## config.mk

```make
export PLATFORM = sky130hd
export DESIGN_NAME = cct_core
export DESIGN_NICKNAME = d
export VERILOG_FILES = /design/src/include/cct_pkg.sv /design/src/verilog/cct_core.sv /design/src/verilog/cct_sync.sv /design/src/verilog/cct_timer.sv
export SDC_FILE = /design/constraint.sdc
export NUM_CORES = 1
export LEC_CHECK = 0
export BUFFER_PORTS_ARGS = -buffer_cell sky130_fd_sc_hd__buf_2
export CORE_MARGIN = 2
export CORE_UTILIZATION = 35
export CTS_CLUSTER_DIAMETER = 50
export CTS_CLUSTER_SIZE = 14
export DETAILED_ROUTE_END_ITERATION = 10
export PLACE_DENSITY = 0.63
export SKIP_LAST_GASP = 1
export SLEW_MARGIN = 5
export SYNTH_ARGS = -nofsm -noshare
export SYNTH_HDL_FRONTEND = slang
export SYNTH_SLANG_ARGS = --single-unit
```

## constraint.sdc

```tcl
create_clock -name clock -period 4.8 [get_ports clock]
set_input_delay 0.48 -clock clock [delete_from_list [all_inputs] [get_ports clock]]
set_output_delay 0.48 -clock clock [all_outputs]
set_load 0.03 [all_outputs]
```

## src/include/cct_pkg.sv

```systemverilog
// package: register map, field positions, defaults, timing constants and types for the charger control
package cct_pkg;
   // register offsets
   localparam logic [2:0] REG_CTRL0  = 3'h0;
   localparam logic [2:0] REG_CTRL1  = 3'h1;
   localparam logic [2:0] REG_FLOAT_VOLTAGE_CODE   = 3'h2;
   localparam logic [2:0] REG_IBAT   = 3'h4;
   localparam logic [2:0] REG_SPCHG  = 3'h5;
   localparam logic [2:0] REG_SAFETY = 3'h6;
   // field positions
   localparam int KICK_BIT     = 7;
   localparam int TE_BIT       = 3;
   localparam int CE_N_BIT     = 2;
   localparam int ILIM_LSB     = 6;
   localparam int FLOAT_VOLTAGE_CODE_LSB     = 2;
   localparam int ICHG_LSB     = 4;
   localparam int DROOP_FLAG   = 4;
   localparam int CURRENT_CEILING_LSB    = 4;
   // reset values, float-voltage saturation code and voltage ceiling base
   localparam logic [7:0] CTRL1_RST  = 8'h30;
   localparam logic [5:0] FLOAT_VOLTAGE_CODE_RST   = 6'h02;
   localparam logic [2:0] ICHG_RST   = 3'h0;
   localparam logic [2:0] TERM_CURRENT_CODE_RST  = 3'h1;
   localparam logic [2:0] DROOP_RST  = 3'h4;
   localparam logic [7:0] SAFETY_RST = 8'h00;
   localparam logic [5:0] FLOAT_VOLTAGE_CODE_SAT   = 6'h2F;
   localparam logic [5:0] VOLTAGE_CEILING_BASE = 6'h23;
   // status and fault codes
   localparam logic [1:0] STAT_READY  = 2'h0;
   localparam logic [1:0] STAT_CHARGE = 2'h1;
   localparam logic [1:0] STAT_DONE   = 2'h2;
   localparam logic [1:0] STAT_FAULT  = 2'h3;
   localparam logic [2:0] FAULT_NONE  = 3'h0;
   localparam logic [2:0] FAULT_TIMER = 3'h6;
   // timing: figures in their own units, counts derived from the 100 MHz clock
   localparam longint CLK_HZ          = 100000000;
   localparam longint UNATTENDED_S    = 900;
   localparam longint WATCHDOG_S      = 32;
   localparam longint READY_MS        = 500;
   localparam longint SETTLE_MS       = 30;
   localparam longint UNATTENDED_CYC  = UNATTENDED_S * CLK_HZ;
   localparam longint WATCHDOG_CYC    = WATCHDOG_S * CLK_HZ;
   localparam longint READY_CYC       = READY_MS * CLK_HZ / 1000;
   localparam longint SETTLE_CYC      = SETTLE_MS * CLK_HZ / 1000;
   localparam int     CNT_W           = 37;
   localparam logic [6:0] STAT_PULSE_CYC = 7'h64;

   typedef enum logic [2:0] {
      CCT_IDLE   = 3'b000,
      CCT_SETTLE = 3'b001,
      CCT_CHARGE = 3'b010,
      CCT_READY  = 3'b011,
      CCT_DONE   = 3'b100,
      CCT_OFF    = 3'b101
   } cct_state_t;

   // register write request from the serial front end
   typedef struct packed {
      logic       wr;
      logic [2:0] addr;
      logic [7:0] data;
   } cct_wreq_t;

   // analog comparator levels, asynchronous at the pins, synchronised inside the core
   typedef struct packed {
      logic vbus_above_min;
      logic vbus_ovp;
      logic below_term;
      logic bat_above_weak;
      logic bat_above_short;
      logic droop_active;
      logic otg;
   } cct_sense_t;

   // decoded targets passed to the analog side
   typedef struct packed {
      logic [9:0] ichg_target_x10uv;
      logic [8:0] term_current_code_target_x100uv;
      logic [10:0] vfloat_mv_m3000;
      logic [1:0] input_limit_code;
      logic [9:0] droop_mv_m4000;
   } cct_targets_t;

   // sense-voltage lookup, 0.1 mV units, shared by charge current and its ceiling
   function automatic logic [9:0] ichg_x100uv(input logic [2:0] code);
      logic [9:0] v;
      v = 10'h000;
      unique case (code)
         3'h0: v = 10'h176;
         3'h1: v = 10'h1BA;
         3'h2: v = 10'h1FE;
         3'h3: v = 10'h242;
         3'h4: v = 10'h2CA;
         3'h5: v = 10'h30E;
         3'h6: v = 10'h396;
         3'h7: v = 10'h3DA;
      endcase
      return v;
   endfunction
endpackage

```

## src/verilog/cct_core.sv

```systemverilog
// charger control: registers, safety clamps, charge sequencing and safety timers
`timescale 1ns/1ps
module cct_core #(
   parameter logic AUTO_START  = 1'b1,
   parameter logic SPECIAL_CHG = 1'b1,
   parameter logic TERM_STEP33 = 1'b0,
   parameter longint UNATTENDED_CYC = cct_pkg::UNATTENDED_CYC,
   parameter longint WATCHDOG_CYC   = cct_pkg::WATCHDOG_CYC,
   parameter longint READY_CYC      = cct_pkg::READY_CYC,
   parameter longint SETTLE_CYC     = cct_pkg::SETTLE_CYC
) (
   // clock and reset
   input  wire logic                 clock,
   input  wire logic                 rst_n,
   // register access from the serial front end
   input  wire cct_pkg::cct_wreq_t   wreq,
   input  wire logic [2:0]           rd_addr,
   output logic [7:0]                rd_data,
   // analog comparators, asynchronous
   input  wire cct_pkg::cct_sense_t  sense_pin,
   // charger controls
   output logic                      pwm_enable,
   output logic                      vbus_load,
   output logic                      stat_pulse,
   output cct_pkg::cct_targets_t     targets
);
   // comparator levels are asynchronous, so nothing reads them before the second flop
   cct_pkg::cct_sense_t s;
   cct_sync #(.W(7)) u_sync (
      .clock (clock),
      .rst_n (rst_n),
      .din   (sense_pin),
      .dout  (s)
   );

   // register state
   logic [7:0] ctrl0, ctrl1, float_voltage_code, ibat, spchg, safety;
   logic [7:0] next_ctrl0, next_ctrl1, next_float_voltage_code, next_ibat, next_spchg, next_safety;
   logic       safety_open, next_safety_open;
   logic       short_q, next_short_q;
   logic       host_mode, next_host_mode;
   logic       wd_expired, un_expired, rdy_expired, set_expired;
   cct_pkg::cct_state_t state, next_state;
   logic [6:0] pulse_cnt, next_pulse_cnt;
   logic [7:0] next_rd_data;
   cct_pkg::cct_targets_t next_targets;
   logic       next_pwm, next_load, next_stat;
   logic       any_wr, vbus_ok, charging;
   logic [5:0] w_float_voltage_code, v_ceil;
   logic [2:0] w_ichg;
   logic       wd_restart, boot_defaults;
   logic [8:0] term_current_code_step;
   logic [5:0] float_voltage_code_code;
   logic [7:0] ctrl0_view;

   function automatic logic [7:0] reg_read(input logic [2:0] a, input logic [7:0] r0,
      input logic [7:0] r1, input logic [7:0] r2, input logic [7:0] r4,
      input logic [7:0] r5, input logic [7:0] r6);
      logic [7:0] v;
      v = 8'h00;
      unique case (a)
         cct_pkg::REG_CTRL0:  v = r0;
         cct_pkg::REG_CTRL1:  v = r1;
         cct_pkg::REG_FLOAT_VOLTAGE_CODE:   v = r2;
         cct_pkg::REG_IBAT:   v = r4;
         cct_pkg::REG_SPCHG:  v = r5;
         cct_pkg::REG_SAFETY: v = r6;
         default:             v = 8'h00;
      endcase
      return v;
   endfunction

   // a write strobe aimed at one register offset
   function automatic logic wr_hit(input cct_pkg::cct_wreq_t w, input logic [2:0] a);
      return w.wr && (w.addr == a);
   endfunction

   assign any_wr  = wreq.wr;
   assign vbus_ok = s.vbus_above_min && !s.vbus_ovp;
   assign charging = (state == cct_pkg::CCT_CHARGE);
   // in host mode a status write without the kick bit leaves the watchdog running down
   assign wd_restart = any_wr && !(wr_hit(wreq, cct_pkg::REG_CTRL0)
                                   && !wreq.data[cct_pkg::KICK_BIT] && host_mode);
   // weak battery at the end of validation outside host mode: defaults, and charging starts regardless of ctrl1
   assign boot_defaults = (state == cct_pkg::CCT_SETTLE) && set_expired && AUTO_START
                          && !s.bat_above_weak && !host_mode;

   // while charging, the watchdog runs in host mode, the unattended timer otherwise
   cct_timer u_wd (
      .clock   (clock),
      .rst_n   (rst_n),
      .run     (charging && host_mode),
      .restart (wd_restart),
      .limit   (cct_pkg::CNT_W'(WATCHDOG_CYC)),
      .expired (wd_expired)
   );
   cct_timer u_un (
      .clock   (clock),
      .rst_n   (rst_n),
      .run     (charging && !host_mode),
      .restart (any_wr),
      .limit   (cct_pkg::CNT_W'(UNATTENDED_CYC)),
      .expired (un_expired)
   );
   cct_timer u_rdy (
      .clock   (clock),
      .rst_n   (rst_n),
      .run     (state == cct_pkg::CCT_READY),
      .restart (1'b0),
      .limit   (cct_pkg::CNT_W'(READY_CYC)),
      .expired (rdy_expired)
   );
   // a dip or overvoltage clears the count, so validation always runs in full
   cct_timer u_set (
      .clock   (clock),
      .rst_n   (rst_n),
      .run     (state == cct_pkg::CCT_SETTLE && vbus_ok),
      .restart (1'b0),
      .limit   (cct_pkg::CNT_W'(SETTLE_CYC)),
      .expired (set_expired)
   );

   // clamp incoming values against the safety ceilings
   always_comb begin
      v_ceil = cct_pkg::VOLTAGE_CEILING_BASE + {2'b00, safety[3:0]};
      w_float_voltage_code = wreq.data[7:cct_pkg::FLOAT_VOLTAGE_CODE_LSB];
      if (w_float_voltage_code > v_ceil) begin
         w_float_voltage_code = v_ceil;
      end
      w_ichg = wreq.data[6:cct_pkg::ICHG_LSB];
      if (cct_pkg::ichg_x100uv(w_ichg) >
          cct_pkg::ichg_x100uv(safety[6:cct_pkg::CURRENT_CEILING_LSB])) begin
         w_ichg = safety[6:cct_pkg::CURRENT_CEILING_LSB];
      end
   end

   // register file and safety lock
   always_comb begin
      next_ctrl0       = ctrl0;
      next_ctrl1       = ctrl1;
      next_float_voltage_code        = float_voltage_code;
      next_ibat        = ibat;
      next_spchg       = spchg;
      next_safety      = safety;
      next_safety_open = safety_open;
      next_short_q     = s.bat_above_short;
      next_host_mode   = host_mode;
      next_ctrl0[cct_pkg::KICK_BIT] = 1'b0;
      if (any_wr) begin
         next_host_mode = 1'b1;
         unique case (wreq.addr)
            cct_pkg::REG_CTRL0:  next_ctrl0[6:3] = wreq.data[6:3];
            cct_pkg::REG_CTRL1:  next_ctrl1 = wreq.data;
            cct_pkg::REG_FLOAT_VOLTAGE_CODE:   next_float_voltage_code = {w_float_voltage_code, wreq.data[1:0]};
            cct_pkg::REG_IBAT:   next_ibat = {1'b0, w_ichg, 1'b0, wreq.data[2:0]};
            cct_pkg::REG_SPCHG:  next_spchg[2:0] = wreq.data[2:0];
            cct_pkg::REG_SAFETY: begin
               if (safety_open) begin
                  next_safety = {1'b0, wreq.data[6:0]};
               end
            end
            default: ;
         endcase
         // a safety write itself never closes the window
         if (wreq.addr != cct_pkg::REG_SAFETY) begin
            next_safety_open = 1'b0;
         end
      end
      if (s.bat_above_short && !short_q) begin
         next_safety      = cct_pkg::SAFETY_RST;
         next_safety_open = 1'b1;
      end else if (!s.bat_above_short) begin
         next_safety_open = 1'b0;
      end
      // droop flag is hardware status; it overrides any write in the same cycle
      next_spchg[cct_pkg::DROOP_FLAG] = SPECIAL_CHG && s.droop_active && charging;
      // defaults on watchdog expiry, or on a weak-battery power-on
      if (wd_expired || boot_defaults) begin
         next_ctrl1     = cct_pkg::CTRL1_RST;
         next_float_voltage_code      = {cct_pkg::FLOAT_VOLTAGE_CODE_RST, 2'b00};
         next_ibat      = {1'b0, cct_pkg::ICHG_RST, 1'b0, cct_pkg::TERM_CURRENT_CODE_RST};
         next_spchg[2:0] = cct_pkg::DROOP_RST;
         next_host_mode = 1'b0;
      end
      if (wd_expired || un_expired) begin
         next_ctrl0[2:0] = cct_pkg::FAULT_TIMER;
      end
      if (un_expired) begin
         next_ctrl1[cct_pkg::CE_N_BIT] = 1'b1;
      end
   end

   // charge sequencing
   always_comb begin
      next_state     = state;
      next_pulse_cnt = (pulse_cnt != 7'h00) ? pulse_cnt - 7'h01 : 7'h00;
      unique case (state)
         cct_pkg::CCT_IDLE: begin
            if (s.vbus_above_min) begin
               next_state = cct_pkg::CCT_SETTLE;
            end
         end
         cct_pkg::CCT_SETTLE: begin
            if (!s.vbus_above_min) begin
               next_state = cct_pkg::CCT_IDLE;
            end else if (boot_defaults) begin
               next_state = cct_pkg::CCT_CHARGE;
            end else if (set_expired && !ctrl1[cct_pkg::CE_N_BIT]
                         && (AUTO_START || host_mode)) begin
               next_state = cct_pkg::CCT_CHARGE;
            end
         end
         cct_pkg::CCT_CHARGE: begin
            if (!vbus_ok) begin
               next_state = cct_pkg::CCT_IDLE;
            end else if (un_expired) begin
               next_state = cct_pkg::CCT_OFF;
            end else if (wd_expired) begin
               next_state = cct_pkg::CCT_SETTLE;
            end else if (s.below_term && ctrl1[cct_pkg::TE_BIT]) begin
               next_state = cct_pkg::CCT_READY;
            end
         end
         cct_pkg::CCT_READY: begin
            if (rdy_expired) begin
               next_state = vbus_ok ? cct_pkg::CCT_DONE : cct_pkg::CCT_IDLE;
            end
         end
         cct_pkg::CCT_DONE, cct_pkg::CCT_OFF: begin
            if (!s.vbus_above_min) begin
               next_state = cct_pkg::CCT_IDLE;
            end else if (wr_hit(wreq, cct_pkg::REG_CTRL1)
                         && !wreq.data[cct_pkg::CE_N_BIT]) begin
               // the disable bit comes from the write itself, so one write restarts after off
               next_state = cct_pkg::CCT_SETTLE;
            end
         end
         default: next_state = cct_pkg::CCT_IDLE;
      endcase
      // a second expiry while the pulse still stands restarts its full length
      if (wd_expired) begin
         next_pulse_cnt = cct_pkg::STAT_PULSE_CYC;
      end
   end

   // outputs and decoded targets
   always_comb begin
      next_pwm  = (state == cct_pkg::CCT_CHARGE);
      next_load = (state == cct_pkg::CCT_SETTLE);
      next_stat = (pulse_cnt != 7'h00);
      // status bits are read from the sequencer, not stored
      ctrl0_view   = {ctrl0[7:6], state_code(state), ctrl0[3:0]};
      next_rd_data = reg_read(rd_addr, ctrl0_view, ctrl1, float_voltage_code, ibat, spchg, safety);
      next_targets.ichg_target_x10uv = cct_pkg::ichg_x100uv(ibat[6:cct_pkg::ICHG_LSB]);
      // code 0 is already one step, so the threshold is code plus one steps
      term_current_code_step = TERM_STEP33 ? 9'h021 : 9'h022;
      next_targets.term_current_code_target_x100uv =
         9'(({6'h00, ibat[2:0]} + 9'h001) * term_current_code_step);
      // codes past the top of the range all give the top float voltage
      float_voltage_code_code = (float_voltage_code[7:2] >= cct_pkg::FLOAT_VOLTAGE_CODE_SAT) ? cct_pkg::FLOAT_VOLTAGE_CODE_SAT : float_voltage_code[7:2];
      next_targets.vfloat_mv_m3000 = 11'(500 + 20 * float_voltage_code_code);
      // the pin steers the limit only while the unattended timer is the one running
      next_targets.input_limit_code = (AUTO_START && !host_mode && charging)
         ? (s.otg ? 2'b01 : 2'b00) : ctrl1[7:cct_pkg::ILIM_LSB];
      next_targets.droop_mv_m4000 = 10'(213 + 80 * spchg[2:0]);
   end

   function automatic logic [1:0] state_code(input cct_pkg::cct_state_t st);
      logic [1:0] c;
      c = cct_pkg::STAT_READY;
      unique case (st)
         cct_pkg::CCT_CHARGE, cct_pkg::CCT_SETTLE: c = cct_pkg::STAT_CHARGE;
         cct_pkg::CCT_DONE:                        c = cct_pkg::STAT_DONE;
         cct_pkg::CCT_OFF:                         c = cct_pkg::STAT_FAULT;
         default:                                  c = cct_pkg::STAT_READY;
      endcase
      return c;
   endfunction

   always_ff @(posedge clock) begin
      if (!rst_n) begin
         ctrl0       <= 8'h00;
         ctrl1       <= cct_pkg::CTRL1_RST;
         float_voltage_code        <= {cct_pkg::FLOAT_VOLTAGE_CODE_RST, 2'b00};
         ibat        <= {1'b0, cct_pkg::ICHG_RST, 1'b0, cct_pkg::TERM_CURRENT_CODE_RST};
         spchg       <= {5'h00, cct_pkg::DROOP_RST};
         safety      <= cct_pkg::SAFETY_RST;
         safety_open <= 1'b0;
         short_q     <= 1'b0;
         host_mode   <= 1'b0;
         state       <= cct_pkg::CCT_IDLE;
         pulse_cnt   <= 7'h00;
         rd_data     <= 8'h00;
         pwm_enable  <= 1'b0;
         vbus_load   <= 1'b0;
         stat_pulse  <= 1'b0;
         targets     <= '0;
      end else begin
         ctrl0       <= next_ctrl0;
         ctrl1       <= next_ctrl1;
         float_voltage_code        <= next_float_voltage_code;
         ibat        <= next_ibat;
         spchg       <= next_spchg;
         safety      <= next_safety;
         safety_open <= next_safety_open;
         short_q     <= next_short_q;
         host_mode   <= next_host_mode;
         state       <= next_state;
         pulse_cnt   <= next_pulse_cnt;
         rd_data     <= next_rd_data;
         pwm_enable  <= next_pwm;
         vbus_load   <= next_load;
         stat_pulse  <= next_stat;
         targets     <= next_targets;
      end
   end
endmodule

```

## src/verilog/cct_sync.sv

```systemverilog
// two-flop synchroniser for a vector of pin levels
`timescale 1ns/1ps
module cct_sync #(
   parameter int W = 8
) (
   // clock and reset
   input  wire logic         clock,
   input  wire logic         rst_n,
   // levels
   input  wire logic [W-1:0] din,
   output logic      [W-1:0] dout
);
   logic [W-1:0] meta;
   logic [W-1:0] next_meta;
   logic [W-1:0] next_dout;

   always_comb begin
      next_meta = din;
      next_dout = meta;
   end

   always_ff @(posedge clock) begin
      if (!rst_n) begin
         meta <= '0;
         dout <= '0;
      end else begin
         meta <= next_meta;
         dout <= next_dout;
      end
   end
endmodule

```

## src/verilog/cct_timer.sv

```systemverilog
// restartable interval counter with a one-cycle expiry pulse
`timescale 1ns/1ps
module cct_timer (
   // clock and reset
   input  wire logic                    clock,
   input  wire logic                    rst_n,
   // control
   input  wire logic                    run,
   input  wire logic                    restart,
   input  wire logic [cct_pkg::CNT_W-1:0] limit,
   // status
   output logic                         expired
);
   logic [cct_pkg::CNT_W-1:0] count;
   logic [cct_pkg::CNT_W-1:0] next_count;
   logic                      next_expired;

   always_comb begin
      next_count   = count;
      next_expired = 1'b0;
      if (restart || !run) begin
         next_count = '0;
      end else if (count >= limit - 1'b1) begin
         next_count   = '0;
         next_expired = 1'b1;
      end else begin
         next_count = count + 1'b1;
      end
   end

   always_ff @(posedge clock) begin
      if (!rst_n) begin
         count   <= '0;
         expired <= 1'b0;
      end else begin
         count   <= next_count;
         expired <= next_expired;
      end
   end
endmodule
```

# Word level (Yosys, flattened, before mapping)
# Memory sizes are Yosys's and may differ from the RTL's. A register that Yosys moved wholly into a read port is not among the register bits.
# Cells that the tools add are included.
[word_totals]
wordCells = 181
mem_count = 3
output_inout_bits = 53
mem_bits_ro = 192
register_bits = 271
input_bits = 24
[memory_table]
columns = ["memory", "words", "word_bits", "rd", "rd_clocked_by_memory_dff", "wr", "line_no", "source"]
rows = [
  ["(no name shown)", 8, 8, 1, 1, 0, "cct_pkg.sv:88", "unique case (code)"],
  ["(no name shown)", 8, 8, 1, 0, 0, "cct_pkg.sv:88", ""],
  ["(no name shown)", 8, 8, 1, 1, 0, "cct_pkg.sv:88", ""],
]
[op_classes]
n_addsub = 9
mux = 36
mul = 3
eq_ne = 23
n_bitwise = 4
reduce_logical = 60
order_cmp = 7
[op_table]
columns = ["cell", "count"]
rows = [
  ["37-bit by 1-bit adder with 37-bit output (second input constant)", 4],
  ["3-bit 2-to-1 mux", 18],
  ["8-bit one-hot mux with 6 select lines", 1],
  ["37-bit by 22-bit greater-or-equal comparator with 1-bit output (second input constant)", 1],
  ["37-bit by 26-bit greater-or-equal comparator with 1-bit output (second input constant)", 1],
  ["37-bit by 32-bit greater-or-equal comparator with 1-bit output (second input constant)", 1],
  ["37-bit greater-or-equal comparator (second input constant)", 1],
  ["3-bit == test (second input constant)", 8],
  ["2-bit AND reduction", 9],
  ["1-bit logical AND", 17],
  ["3-bit one-hot mux with 5 select lines", 1],
  ["3-bit OR reduction", 5],
  ["7-bit 2-to-1 mux", 2],
  ["3-bit by 2-bit == test with 1-bit output (second input constant)", 4],
  ["6-bit 2-to-1 mux", 2],
  ["3-bit != test (second input constant)", 4],
  ["2-bit OR reduction", 6],
  ["9-bit by 11-bit adder with 11-bit output (first input constant)", 1],
  ["1-bit logical NOT", 11],
  ["8-bit by 10-bit adder with 10-bit output (first input constant)", 1],
  ["10-bit greater-than comparator", 1],
  ["1-bit 2-to-1 mux", 10],
  ["3-bit by 1-bit == test with 1-bit output (second input constant)", 3],
  ["3-bit logical NOT", 3],
  ["other kinds (20)", 27],
]

# Logic depth before layout (Yosys ltp)
[depth]
word_depth = 8
depth_mapped = 11
depth_no_buf = 10

# By module
# From an unflattened synthesis, not the netlist that was laid out.
[hier_totals]
hier_cells = 2150
hier_area_um2 = 18028.5
[modules_own_cells]
columns = ["module", "n_inst", "cells_per_inst", "seq_area_each_um2", "area_each_um2"]
rows = [
  ["cct_timer at u_un ...", 2, 393, 760.7, 3228.1],
  ["cct_core", 1, 568, 1961.9, 4977.3],
  ["cct_timer at u_rdy", 1, 377, 760.7, 3119.2],
  ["cct_timer at u_set", 1, 390, 760.7, 3084.2],
  ["cct_sync", 1, 29, 280.3, 391.6],
]

# Worst setup path before layout
# No wires, ideal clock.
[synth_path]
kind = "register -> register"
from = "register float_voltage_code[7]"
to = "register targets[22] (netlist bit)"
path_stages_with_launch = 12
t_arrival_ns = 2.909
setup_ns = 0.132
slack_ns = 1.760
synth_period_minus_slack_ns = 3.040
path_buffers = 1
required_time_ns = 4.668
path_cell_list = "dfxtp_1 -> clkbuf_1 -> nand2_1 -> nand2b_1 -> ha_1 -> ha_1 -> fa_1 -> nor4_1 -> nand2_1 -> or3b_2 -> a31oi_1 -> nor3_1"
[synth_between]
elab_chain_len = 4
[synth_rtl]
columns = ["element", "line_no", "source"]
rows = [
  ["start: declaration", "cct_core.sv:37", "logic [7:0] ctrl0, ctrl1, float_voltage_code, ibat, spchg, safety;"],
  ["start signal: assignment", "cct_core.sv:284", "float_voltage_code <= {cct_pkg::FLOAT_VOLTAGE_CODE_RST, 2'b00};"],
  ["start signal: assignment", "cct_core.sv:301", "float_voltage_code <= next_float_voltage_code;"],
  ["6-bit greater-or-equal comparator", "cct_core.sv:260", "float_voltage_code_code = (float_voltage_code[7:2] >= cct_pkg::FLOAT_VOLTAGE_CODE_SAT) ? cct_pkg::FLOAT_VOLTAG ..."],
  ["6-bit 2-to-1 mux (*)", "cct_core.sv:260", ""],
  ["3-bit by 6-bit multiplier with 9-bit output (*)", "cct_core.sv:261", "next_targets.vfloat_mv_m3000 = 11'(500 + 20 * float_voltage_code_code);"],
  ["9-bit by 11-bit adder with 11-bit output (*)", "cct_core.sv:261", ""],
  ["end signal: assignment", "cct_core.sv:314", "targets <= next_targets;"],
  ["end: declaration", "cct_core.sv:25", "output cct_pkg::cct_targets_t targets"],
]
# Mark *: on every way between the ends. The rest lies on a longest branch, timed or not.
# A chain may end at the register's enable or synchronous reset.

# Worst setup path in the final report
# Same ends and word-level chain as after synthesis.

==> results by group <==
STA
  – Setup violators final: 0
  – Final worst-path cycle share: 0.681
  – Worst clock skew: approximately 0.012 ns
  – RSZ-0062 raised after global routing: false
  – Slew headroom: 0.173
  – Worst-margin pin slew: between 1 and 1.5 ns
  – Sum Neg Setup Slack: 0 ns
  – Max frequency: slightly above 0.3 GHz
  – Hold Slack: between 0.15 and 0.2 ns
  – Final Hold Viols: 0
  – Post-layout minimum cycle time: 3.27 ns
  – Pins Over Slew Limit: 0
  – Worst setup margin: ~1.5 ns

Die
  – Die Y: around 190 um
  – Die width: around 190 um
  – Num rows: 66
  – Num ports: 77
  – Core region area: about 33,000 um2
  – Die ar.: 34,600 um2
  – Initial Utilization: 0.356

Job
  – Max-cap violations: 0

Logic synthesis
  – Synth top area share: 0.456
  – Avg Cell Area, Syn: approximately 9.0 um2
  – Adder-Cell Fraction of Synth Area: 0.0514
  – Post-Syn Area: approximately 12,000 um2
  – Most frequent cell after synthesis: dfxtp_1
  – Area fraction in compound gates after synthesis: 0.0815
  – Register bit total from synthesis: 264
  – Synth top area cells: dfxtp_1 46%, nor2_1 5.1%, ha_1 5.0%, xnor2_1 4.9%, xor2_1 4.4%
  – Post-Synth Simple-Gate Area: 0.249
  – YS warnings: 0
  – Async SR Flop Fraction: 0
  – Cell taking the most area after synthesis: dfxtp_1
  – Main flop type after synthesis: dfxtp_1
  – Seq/Total Area, Yosys: 0.456
  – Main combinational cell family by area after synthesis: simple AND/OR/NAND/NOR gates
  – Most instantiated cells after synthesis: 264 x dfxtp_1, 159 x nor2_1, 86 x nand2_1, 79 x nor3_1, 65 x xnor2_1
  – XOR/XNOR share of the synthesized area: 0.0929
  – Post-synth EDFFs: 0
  – Mux cell area share after synthesis: 0.0277
  – Mapped Cells: around 1,300
  – Synth cell types: between 70 and 80

CTS
  – CTS Hold Buffers Added: 0
  – Post-cts resize count: 0
  – CTS tree: done
  – Clk buf depth: 3
  – # clock sinks: approximately 260
  – Post-CTS setup buffers: 0
  – Root Buffer: clkbuf_16
  – CTS clk-pin slew, worst paths: about 0.060 ns
  – Total CTS buffers: 28
  – H-tree depth: 1
  – Skew-Pair Late Insertion Delay: 0.54 ns

Critical path
  – CP required: about 5.2 ns
  – Worst EP arrival: 3.67 ns
  – Crit Path Max Fanout: 12
  – Critical R2R Launch: float_voltage_code[7]
  – Crit path capture type: register
  – R2R depth: 10
  – Worst R2R Setup Slack: ~1.5 ns
  – Critical path class: reg2reg
  – FF-to-FF End: targets[22]
  – Worst Setup Start Kind: register

Route
  – Vias per Instance: about 4.8
  – # DRC: 0
  – Wirelength, routed: 23,800 um
  – Via Count: approximately 8,800
  – Pre-Repair DR Iteration Count: 5
  – Post-route ant nets: 0
  – Routed length per placed instance: between 10 and 15 um
  – 1st-iter DRT viols: around 540

Global route
  – GR Layer Usage met1: 0.194
  – Met2 Use GR: 0.227
  – GRT Total Usage: 0.139
  – Routing usage on met3: 0.0200
  – Vias in the first global route: 8,317
  – Largest net degree at the start of global routing: 38
  – Initial antenna violation count: 1
  – GRT Max-Usage Layer: met2
  – Grt ovf: 0
  – First-pass GRT wire length: about 40,000 um

Cells and area
  – Final core utilization: 0.409
  – Share of cells above drive strength 1: 0.108
  – P&R area growth vs syn: 15.0%
  – Nets: roughly 1,400

Placement
  – IO buf count: 70
  – Place WS: ~1.6 ns
  – DP HPWL: ~17,000 um
  – Placer congestion estimate: approximately 0.84

Power and ir drop
  – P per Cell Area: 377 nW/um2
  – Leakage power: approximately 5 nW
  – Max IR drop VDD: 0.271 mV

Run status
  – Outcome: complete, no violations

Worst hold path
  – Hold Startpoint: sense_pin[2]
  – Worst hold endpoint: u_sync.meta[2]
  – Hold crit path type: in2reg
  – Hold depth: 2
[state kept, by name (all words and copies together) (netlist names), 8 cells and up, named ones only]
| register | cells |
|---|---|
| u_un.count | 37 |
| float_voltage_code | 8 |
| ctrl1 | 8 |
| u_wd.count | 37 |
| u_rdy.count | 37 |
| rd_data | 8 |
| targets | 30 |
| u_set.count | 37 |
[placed cells by master (no fill, tap or decap), types with 5 or more instances in the layout]
| cell type | count |
|---|---|
| nor3b_1 | 5 |
| nor3_1 | 79 |
| and2_1 | 22 |
| nand4_1 | 35 |
| a31oi_1 | 10 |
| conb_1 | 37 |
| dfxtp_1 | 264 |
| nor4_1 | 15 |
| a21o_1 | 9 |
| or2_2 | 7 |
| nand3b_1 | 6 |
| nor2_1 | 159 |
| nor2b_1 | 6 |
| o21a_1 | 6 |
| mux2i_1 | 22 |
| nand2_1 | 86 |
| or4_1 | 8 |
| ha_1 | 46 |
| o211ai_1 | 5 |
| xnor2_1 | 65 |
| inv_1 | 42 |
| nand3_1 | 63 |
| xor2_1 | 58 |
| a211oi_1 | 6 |
| a21oi_1 | 53 |
| mux2_2 | 7 |
| clkbuf_16 | 29 |
| and4_1 | 15 |
| o21ai_0 | 34 |
| nand2b_1 | 8 |
| and3_1 | 25 |
| buf_2 | 70 |
[metal layers]
metal | part of all wire | wire, um
met3 | 0.048 | 1140
met5 | 0 | 0
met4 | 0.018 | 417
met2 | 0.44 | 10600
met1 | 0.49 | 11700
[worst max-delay path, cell delays in order (launching register included)]
cell      delay, ns
dfxtp_1        0.56
nand2_1        0.18
nand2b_1       0.15
ha_1           0.25
ha_1           0.23
fa_1           0.48
nor4_1         0.38
nand2_1        0.17
or3b_2         0.49
a31oi_1        0.18
nor3_1         0.06
[kinds of logic (layout without fill, tap and decap cells)]
family / count (synthesis) / count (layout)
AND/OR/NAND/NOR: 562 / 562
flip-flops: 264 / 264
AO/OA/AOI/OAI: 153 / 153
XOR/XNOR: 123 / 123
buffers and inverters: 109 / 165
adder cells (fa/ha/maj): 47 / 47
multiplexers: 30 / 30
other: 1 / 38
[worst max-delay path by stage]
stage	from	cells past startpoint	slack [ns]	to
final	float_voltage_code[7]	10	1.53	targets[22]
after global routing	float_voltage_code[7]	10	1.30	targets[22]
after CTS	float_voltage_code[7]	10	1.54	targets[22]
after detailed placement	float_voltage_code[7]	10	1.56	targets[22]
after global placement	float_voltage_code[7]	10	1.66	targets[22]
after floorplan	float_voltage_code[7]	11	1.76	targets[22]
[stage by stage]
stage	total power, mW	area [um2]	cells
CTS	5.09	13300	1823
global placement	2.79	12300	1774
floorplan	2.69	11700	1325
finish	5.03	13300	1824
detailed placement	2.80	12300	1774
global route	5.26	13300	1824
[layout make-up]
type / instances / area (um2)
Clock buffer: 36 / 792
Sequential cell: 264 / 5290
Clock inverter: 13 / 201
Antenna cell: 1 / 2.50
Multi-Input combinational cell: 952 / 5960
Timing Repair Buffer: 74 / 380
Tap cell: 442 / 553
Inverter: 42 / 158
Fill cell: 3224 / 19300
[power breakdown]
group          internal (mW)  total [mW]  switching [mW]
sequential              2.27        2.32          0.0526
combinational          0.156       0.425           0.269
clock                   1.39        2.28           0.895
total                   3.82        5.03            1.22
(Power assumes the default switching activity.)
